--- src/common/subskip_regs.svh ---
/*
  Register offsets, field positions, reset values and operation codes of
  the subtract, decrement-skip and set-memory execution block.
  Assumes byte addressing on a 32-bit APB bus, one register per word.
*/
`ifndef SUBSKIP_REGS_SVH
`define SUBSKIP_REGS_SVH

// Register byte offsets
`define OFS_CMD 8'h00
`define OFS_WORK 8'h04
`define OFS_FLAGS 8'h08
`define OFS_STATUS 8'h0C
`define OFS_MEM_ADDR 8'h10
`define OFS_MEM_DATA 8'h14

// Command register fields
`define CMD_OP_LSB 0
`define CMD_OP_MSB 2
`define CMD_ARG_LSB 8
`define CMD_ARG_MSB 15

// Status register fields
`define STATUS_BUSY_BIT 0
`define STATUS_SKIP_BIT 1

// Operation codes
`define OP_SBC_IMM 3'h1
`define OP_SBC_MEM 3'h2
`define OP_SBC_TO_MEM 3'h3
`define OP_DEC_SKIP 3'h4
`define OP_DEC_SKIP_WORK 3'h5
`define OP_SET_MEM 3'h6

// Reset values and constants
`define WORK_RESET 8'h00
`define FLAGS_RESET 6'h00
`define BYTE_ALL_ONES 8'hFF
`define BYTE_ONE 8'h01

`endif

--- src/common/subskip_pkg.sv ---
/*
  Types of the subtract, decrement-skip and set-memory execution block.
  Assumes subskip_regs.svh is on the include path.
*/
`include "subskip_regs.svh"

package subskip_pkg;

  // Execution sequence
  typedef enum logic [1:0] {
    ST_IDLE,
    ST_LOAD,
    ST_EXEC,
    ST_DUMMY
  } exec_state_t;

  // Status flags, carry in bit 0
  typedef struct packed {
    logic compare_zero_flag;
    logic signed_compare_flag;
    logic overflow_flag;
    logic zero_flag;
    logic half_carry_flag;
    logic carry_flag;
  } flags_t;

  // Result of one subtract with borrow
  typedef struct packed {
    logic [7:0] diff;
    flags_t flags;
  } sub_result_t;

  // Whole state of the execution block
  typedef struct packed {
    exec_state_t state;
    logic [2:0] op;
    logic [7:0] operand;
    logic [7:0] work_register;
    flags_t flags;
    logic [7:0] mem_addr;
    logic last_skip;
    logic skip_next;
    logic dummy_cycle;
    logic busy;
    logic pready;
    logic pslverr;
    logic [31:0] prdata;
  } exec_regs_t;

endpackage : subskip_pkg

--- src/rtl/subskip_mem.sv ---
/*
  Small single-port-write, registered-read data memory.
  Assumes one clock; read data reflect the address one edge earlier.
*/
`timescale 1ns/1ps

module subskip_mem #(
  parameter int WIDTH = 8,
  parameter int DEPTH = 256,
  parameter int AW = 8
) (
  input wire logic clk,
  input wire logic ce,
  input wire logic we,
  input wire logic [AW-1:0] waddr,
  input wire logic [WIDTH-1:0] wdata,
  input wire logic [AW-1:0] raddr,
  output logic [WIDTH-1:0] rdata
);

  logic [WIDTH-1:0] mem [DEPTH];

  // Write port and registered read port
  always_ff @(posedge clk) begin
    if (ce) begin
      if (we) begin
        mem[waddr] <= wdata;
      end
      rdata <= mem[raddr];
    end
  end

endmodule : subskip_mem

--- src/rtl/subskip_exec.sv ---
/*
  APB-controlled execution unit for subtract with borrow, decrement and
  skip if zero, and set data memory byte, with its own data memory.
  Assumes a 125 MHz pclk, inputs synchronous to pclk, and an APB master.
*/
// Decided for this implementation: the APB register port and the address map.
//
// Behaviour
// - Immediate subtract: work minus immediate minus inverted carry into work
// - After subtract, carry cleared if difference negative, else set
// - Subtracts update overflow, zero, half carry, carry, compare flags
// - Memory-destination subtract stores work minus memory minus borrow to memory
// - Decrement-skip writes memory minus one back; skip next if zero
// - A skip inserts one dummy cycle, three busy cycles in total
// - Decrement-skip to work loads memory minus one; memory unchanged
// - Set-memory writes all ones into the addressed byte
`timescale 1ns/1ps
`include "subskip_regs.svh"

module subskip_exec
  import subskip_pkg::*;
#(
  parameter int MEM_DEPTH = 256
) (
  input wire logic pclk,
  input wire logic presetn,
  input wire logic ce,
  input wire logic psel,
  input wire logic penable,
  input wire logic pwrite,
  input wire logic [7:0] paddr,
  input wire logic [31:0] pwdata,
  output logic [31:0] prdata,
  output logic pready,
  output logic pslverr,
  output logic skip_next,
  output logic dummy_cycle,
  output logic busy
);

  exec_regs_t r_reg;
  exec_regs_t r_next;
  logic mem_we;
  logic [7:0] mem_waddr;
  logic [7:0] mem_wdata;
  logic [7:0] mem_raddr;
  logic [7:0] mem_rdata;
  sub_result_t sub;
  logic [7:0] sub_rhs;
  logic [7:0] dec;
  logic do_skip;

  // Address decode shared by read and write paths
  function automatic logic is_reg(input logic [7:0] a, input logic [7:0] ofs);
    is_reg = (a == ofs);
  endfunction : is_reg

  function automatic logic mapped(input logic [7:0] a);
    mapped = is_reg(a, `OFS_CMD) || is_reg(a, `OFS_WORK) ||
             is_reg(a, `OFS_FLAGS) || is_reg(a, `OFS_STATUS) ||
             is_reg(a, `OFS_MEM_ADDR) || is_reg(a, `OFS_MEM_DATA);
  endfunction : mapped

  // Subtract with borrow: a - b - not carry, with all six flags
  function automatic sub_result_t sub_borrow(input logic [7:0] a,
                                             input logic [7:0] b,
                                             input logic c);
    sub_result_t s;
    logic [8:0] full;
    logic [4:0] low;
    full = {1'b0, a} - {1'b0, b} - {8'h00, ~c};
    low = {1'b0, a[3:0]} - {1'b0, b[3:0]} - {4'h0, ~c};
    s.diff = full[7:0];
    s.flags.carry_flag = ~full[8];
    s.flags.half_carry_flag = ~low[4];
    s.flags.zero_flag = (full[7:0] == 8'h00);
    s.flags.overflow_flag = (a[7] != b[7]) && (full[7] != a[7]);
    s.flags.signed_compare_flag = s.flags.overflow_flag ^ full[7];
    s.flags.compare_zero_flag = s.flags.zero_flag;
    sub_borrow = s;
  endfunction : sub_borrow

  // Memory read follows the operand while busy, else the window address
  assign mem_raddr = (r_reg.state == ST_IDLE) ? r_reg.mem_addr
                                              : r_reg.operand;

  // Operation datapath
  always_comb begin
    sub_rhs = (r_reg.op == `OP_SBC_IMM) ? r_reg.operand : mem_rdata;
    sub = sub_borrow(r_reg.work_register, sub_rhs,
                     r_reg.flags.carry_flag);
    dec = mem_rdata - `BYTE_ONE;
    do_skip = (dec == 8'h00) && ((r_reg.op == `OP_DEC_SKIP) ||
                                 (r_reg.op == `OP_DEC_SKIP_WORK));
  end

  // Next state: APB slave, then execution sequence
  always_comb begin
    r_next = r_reg;
    r_next.skip_next = 1'b0;
    mem_we = 1'b0;
    mem_waddr = r_reg.operand;
    mem_wdata = 8'h00;
    if (psel && penable && !r_reg.pready) begin
      // First access cycle: prepare answer, complete next edge
      r_next.pready = 1'b1;
      r_next.pslverr = ~mapped(paddr);
      r_next.prdata = 32'h0000_0000;
      if (is_reg(paddr, `OFS_CMD)) begin
        r_next.prdata[`CMD_OP_MSB:`CMD_OP_LSB] = r_reg.op;
        r_next.prdata[`CMD_ARG_MSB:`CMD_ARG_LSB] = r_reg.operand;
      end else if (is_reg(paddr, `OFS_WORK)) begin
        r_next.prdata[7:0] = r_reg.work_register;
      end else if (is_reg(paddr, `OFS_FLAGS)) begin
        r_next.prdata[5:0] = r_reg.flags;
      end else if (is_reg(paddr, `OFS_STATUS)) begin
        r_next.prdata[`STATUS_BUSY_BIT] = r_reg.busy;
        r_next.prdata[`STATUS_SKIP_BIT] = r_reg.last_skip;
      end else if (is_reg(paddr, `OFS_MEM_ADDR)) begin
        r_next.prdata[7:0] = r_reg.mem_addr;
      end else if (is_reg(paddr, `OFS_MEM_DATA)) begin
        r_next.prdata[7:0] = mem_rdata;
      end
    end else if (r_reg.pready) begin
      // Completing edge: writes take effect here
      r_next.pready = 1'b0;
      r_next.pslverr = 1'b0;
      if (psel && penable && pwrite) begin
        if (is_reg(paddr, `OFS_CMD) && r_reg.state == ST_IDLE) begin
          r_next.op = pwdata[`CMD_OP_MSB:`CMD_OP_LSB];
          r_next.operand = pwdata[`CMD_ARG_MSB:`CMD_ARG_LSB];
          r_next.state = ST_LOAD;
          r_next.busy = 1'b1;
          r_next.last_skip = 1'b0;
        end else if (is_reg(paddr, `OFS_WORK)) begin
          r_next.work_register = pwdata[7:0];
        end else if (is_reg(paddr, `OFS_FLAGS)) begin
          r_next.flags = pwdata[5:0];
        end else if (is_reg(paddr, `OFS_MEM_ADDR)) begin
          r_next.mem_addr = pwdata[7:0];
        end else if (is_reg(paddr, `OFS_MEM_DATA) &&
                     r_reg.state == ST_IDLE) begin
          mem_we = 1'b1;
          mem_waddr = r_reg.mem_addr;
          mem_wdata = pwdata[7:0];
        end
      end
    end
    // Execution sequence; its updates override same-cycle bus writes
    unique case (r_reg.state)
      ST_IDLE: begin
      end
      ST_LOAD: begin
        r_next.state = ST_EXEC;
      end
      ST_EXEC: begin
        case (r_reg.op)
          `OP_SBC_IMM, `OP_SBC_MEM: begin
            r_next.work_register = sub.diff;
            r_next.flags = sub.flags;
          end
          `OP_SBC_TO_MEM: begin
            mem_we = 1'b1;
            mem_wdata = sub.diff;
            r_next.flags = sub.flags;
          end
          `OP_DEC_SKIP: begin
            mem_we = 1'b1;
            mem_wdata = dec;
          end
          `OP_DEC_SKIP_WORK: begin
            r_next.work_register = dec;
          end
          `OP_SET_MEM: begin
            mem_we = 1'b1;
            mem_wdata = `BYTE_ALL_ONES;
          end
          default: begin
          end
        endcase
        r_next.skip_next = do_skip;
        r_next.last_skip = do_skip;
        r_next.dummy_cycle = do_skip;
        r_next.state = do_skip ? ST_DUMMY : ST_IDLE;
        r_next.busy = do_skip;
      end
      ST_DUMMY: begin
        r_next.dummy_cycle = 1'b0;
        r_next.busy = 1'b0;
        r_next.state = ST_IDLE;
      end
    endcase
  end

  // State register, frozen while ce is low
  always_ff @(posedge pclk or negedge presetn) begin
    if (!presetn) begin
      r_reg <= '{state: ST_IDLE, op: 3'h0, operand: 8'h00,
                 work_register: `WORK_RESET, flags: `FLAGS_RESET,
                 mem_addr: 8'h00, last_skip: 1'b0, skip_next: 1'b0,
                 dummy_cycle: 1'b0, busy: 1'b0, pready: 1'b0,
                 pslverr: 1'b0, prdata: 32'h0000_0000};
    end else if (ce) begin
      r_reg <= r_next;
    end
  end

  // Data memory
  subskip_mem #(
    .WIDTH(8),
    .DEPTH(MEM_DEPTH),
    .AW(8)
  ) u_mem (
    .clk(pclk),
    .ce(ce),
    .we(mem_we),
    .waddr(mem_waddr),
    .wdata(mem_wdata),
    .raddr(mem_raddr),
    .rdata(mem_rdata)
  );

  // Outputs straight from flops
  assign prdata = r_reg.prdata;
  assign pready = r_reg.pready;
  assign pslverr = r_reg.pslverr;
  assign skip_next = r_reg.skip_next;
  assign dummy_cycle = r_reg.dummy_cycle;
  assign busy = r_reg.busy;

endmodule : subskip_exec

--- config.mk ---
export PLATFORM = sky130hd
export DESIGN_NAME = subskip_exec
export DESIGN_NICKNAME = d
export VERILOG_FILES = /design/src/common/subskip_pkg.sv /design/src/rtl/subskip_mem.sv /design/src/rtl/subskip_exec.sv
export VERILOG_INCLUDE_DIRS = /design/src /design/src/common
export SDC_FILE = /design/constraint.sdc
export NUM_CORES = 2
export LEC_CHECK = 0
export BUFFER_PORTS_ARGS = -buffer_cell sky130_fd_sc_hd__buf_2
export CORE_ASPECT_RATIO = 1.5
export CORE_MARGIN = 2
export CORE_UTILIZATION = 45
export CTS_CLUSTER_DIAMETER = 40
export CTS_CLUSTER_SIZE = 20
export DETAILED_ROUTE_END_ITERATION = 8
export HOLD_SLACK_MARGIN = 0.1
export REMOVE_ABC_BUFFERS = 1
export SYNTH_ARGS = -nofsm -noshare
export SYNTH_HDL_FRONTEND = slang
export SYNTH_SLANG_ARGS = --single-unit
export TNS_END_PERCENT = 50
--- constraint.sdc ---
create_clock -name pclk -period 9.6 [get_ports pclk]
set_input_delay 0.96 -clock pclk [delete_from_list [all_inputs] [get_ports pclk]]
set_output_delay 0.96 -clock pclk [all_outputs]
set_load 0.1 [all_outputs]
==> impl_metrics.py <==
metrics = {
    "flow_run": {
        "maxCapViolCount": 0,
    },
    "routing": {
        "drc": 32,
        "detail_route.wl_per_cell_um": 28.6,
        "first_pass_iters": 9,
        "drt_wl_total_um": 232000,
        "detail-route-antenna-nets": 0,
        "drt_iter0_markers": 5627,
        "viasPerCell": 5.97,
        "vias": 48300,
    },
    "logic_synthesis": {
        "synth_top_flop_cell": "edfxtp_1",
        "async_reset_ff_share_pct": 2.70,
        "ys_top_cells_by_area": "edfxtp_1 (73%), nand2_1 (4.7%), mux4_2 (3.8%)",
        "synth_edf_count": 2056,
        "yosys_register_bits": 2113,
        "avgSynthCellArea_um2": 15.1,
        "synth_area_leader_cell": "edfxtp_1",
        "yosys-top-cells-count": "edfxtp_1 (2056), nand2_1 (1063), nand3_1 (320), nor2_1 (302), mux2i_1 (275)",
        "ys_types": 66,
        "synthCells": 5568,
        "yosysMostFrequentCell": "edfxtp_1",
        "seq_area_frac_synth_pct": 75.0,
        "yosysTopAreaCellShare_pct": 73.3,
        "ys.warnings.count": 0,
        "synthesis.area_um2": 84200,
    },
    "setup_path": {
        "crit_family": "simple AND/OR/NAND/NOR gates",
        "worstReg2RegStart": "r_reg[72]$_DFFE_PN0P_",
        "crit_fanout": 36,
        "cpPeakStageDelay_ns": 0.93,
        "cp_data_arrival_time_ns": 6.17,
        "slowest_stage": "nor4bb_2",
        "path_class": "reg -> reg",
        "worstPathCellList": "nor2_2 > buf_4 > o21ai_4 > buf_4 > nand2_2 > buf_4 > o22ai_1 > o21ai_0 > nand4_1 > nor4bb_2 > nor4_1",
        "critPathCaptureType": "register",
        "critPathLaunch": "r_reg[72]$_DFFE_PN0P_",
        "path_buf_inv": 3,
        "cp_common_cell": "buf_4",
        "startpoint_type": "register",
        "cp_data_required_time_ns": 10.13,
    },
    "sta": {
        "rsz0062_at_grt": "no",
        "clock_skew_ns": 0.0432,
        "fmax_ghz": 0.177,
        "hold_viol": 0,
        "period_needed_ns": 5.64,
        "setup_slack_ns": 3.96,
        "final_max_slew_viol_count": 0,
        "worst_slew_pin_slew_ns": 1.42,
        "slew_headroom_pct": 4.43,
        "period_share_pct": 58.7,
        "final-setup-viol-count": 0,
    },
    "clocking": {
        "path_clk_slew_ns": 0.08,
        "root_buffer": "clkbuf_16",
        "insertion_delay_ns": 0.83,
        "htree_levels": 4,
        "cts-hold-fix-buffers": 0,
        "cts_tree": "built",
        "ctsResizeCount": 0,
        "cts_made_buffers": 173,
        "cts_buffer_depth": 4,
        "cts.sinks": 2113,
        "postCtsSetupRepairBufs": 0,
    },
    "grt": {
        "track_usage_pct": 24.0,
        "antenna_found_initial": 5,
        "grt_max_degree": 205,
        "first_global_vias": 47400,
        "grt-ovfl-total": 0,
        "grt_first_pass_wirelength_um": 333000,
    },
    "placed_design": {
        "gp_congestion": 0.891,
        "portBuffers": 50,
        "place_ws_ns": 3.98,
        "dp_hpwl_um": 139000,
    },
    "run_status": {
        "violations": "design-rule violations",
        "outcome": "finished with violations",
    },
    "pwr": {
        "p_leak_nw": 30.1,
        "total_power_mw": 21.7,
        "power_density_nw_per_um2": 235,
        "peakVddDrop_uv": 161,
    },
    "die": {
        "core-area_um2": 186000,
        "start_util_pct": 45.2,
        "design.die.area_um2": 191000,
        "io_pins": 83,
        "dieWidth_um": 357,
        "rows": 194,
        "die_y_um": 534,
    },
    "cells_and_area": {
        "largest_reg_flops": 2048,
        "drive_above_1_share_pct": 11.1,
        "nNetsFinal": 5585,
        "fillCellCount": 15400,
        "syn_to_final_growth_pct": 9.74,
    },
    "min_path": {
        "hp-class": "in -> async",
    },
}
## placed cells by master (no fill, tap or decap), types with 9 or more instances in the layout
cell	Yosys	routed
nand2_1	1063	1057
buf_12	0	11
inv_8	0	19
inv_6	0	31
nor4_1	28	28
clkinvlp_4	0	13
clkinv_4	0	11
conb_1	1	16
a32oi_1	61	61
edfxtp_1	2056	2056
mux2i_1	275	275
buf_4	58	77
a222oi_1	15	15
mux4_2	142	142
o22ai_1	98	98
inv_1	44	44
a22o_1	35	27
a21oi_1	99	99
nor3_1	32	32
buf_2	141	50
ha_1	16	16
nand3_1	320	320
o221ai_1	9	9
clkbuf_1	150	13
a211oi_1	24	24
nand2b_1	20	20
a22oi_1	66	66
xnor2_1	9	9
o21ai_0	65	65
clkbuf_16	0	178
or3_2	0	11
a31oi_1	110	108
mux2_2	15	15
nand4_1	110	110
nor2_1	302	297
clkinv_2	0	11
o21ai_1	12	11
dfrtp_1	57	57
## per-stage QoR
step | instance area [µm²] | utilization (%) | std cells | hold WS [ns] | setup TNS [ns]
after CTS | 92400 | 49.6 | 8096 | 0.303 | 0
after global routing | 92400 | 49.6 | 8097 | 0.351 | 0
after floorplan | 82500 | - | 5208 | 0.463 | -125.59
after global placement | 86800 | 46.6 | 7796 | 0.466 | 0
after detailed placement | 86800 | 46.6 | 7796 | 0.473 | 0
final | 92400 | 49.7 | 8101 | 0.309 | 0
## power breakdown
group | internal, mW | switching (mW) | total, mW | leakage [nW]
Combinational | 0.521 | 2.61 | 3.13 | 7.69
Sequential | 11.3 | 0.0657 | 11.4 | 19.7
Clock | 3.69 | 3.47 | 7.16 | 2.72
Total | 15.5 | 6.14 | 21.7 | 30.1
## cell families (layout without fill, tap and decap cells)
family	after synthesis	after routing	share of synthesized area [%]
multiplexers	434	434	7.30
buffers and inverters	419	482	2.37
AND/OR/NAND/NOR	1932	1932	9.84
flip-flops	2113	2113	75.0
other	1	21	0.00445
AO/OA/AOI/OAI	636	636	5.07
adder cells (fa/ha/maj)	18	18	0.285
XOR/XNOR	15	15	0.156
## cell type report
type                    count  area (µm²)  area share, %
flip-flops and latches   2113       63200           68.3
multi-input cells        3051       19400           21.0
clock buffers             192        4520           4.89
well taps                2450        3070           3.32
clock inverters           108        1090           1.18
repair buffers            138        1050           1.13
inverters                  44         165          0.179
diodes                      5        12.5         0.0135
## final timing paths
path,end,slack (ns),cells past startpoint
worst max-delay path,u_mem.rdata[6]$_DFFE_PP_,3.96,11
max in group asynchronous,r_reg[62]$_DFFE_PN0P_,8.80,2
worst min register to register,prdata[0]$_DFFE_PN0P_,0.49,2
worst max register to register,u_mem.rdata[6]$_DFFE_PP_,3.96,11
min in group pclk,r_reg[67]$_DFFE_PN0P_,0.35,3
worst min-delay path,r_reg[70]$_DFFE_PN0P_,0.31,2
## per-layer routing
layer / GRT usage (%) / wire length [µm] / vias to the layer above
li1: - / - / 21200
met4: 11.6 / 12300 / 2
met1: 30.2 / 87100 / 24700
met5: 0 / 10 / -
met3: 2.83 / 14600 / 462
met2: 41.2 / 118000 / 1985
No activity file was read; power rests on OpenSTA's default activity.
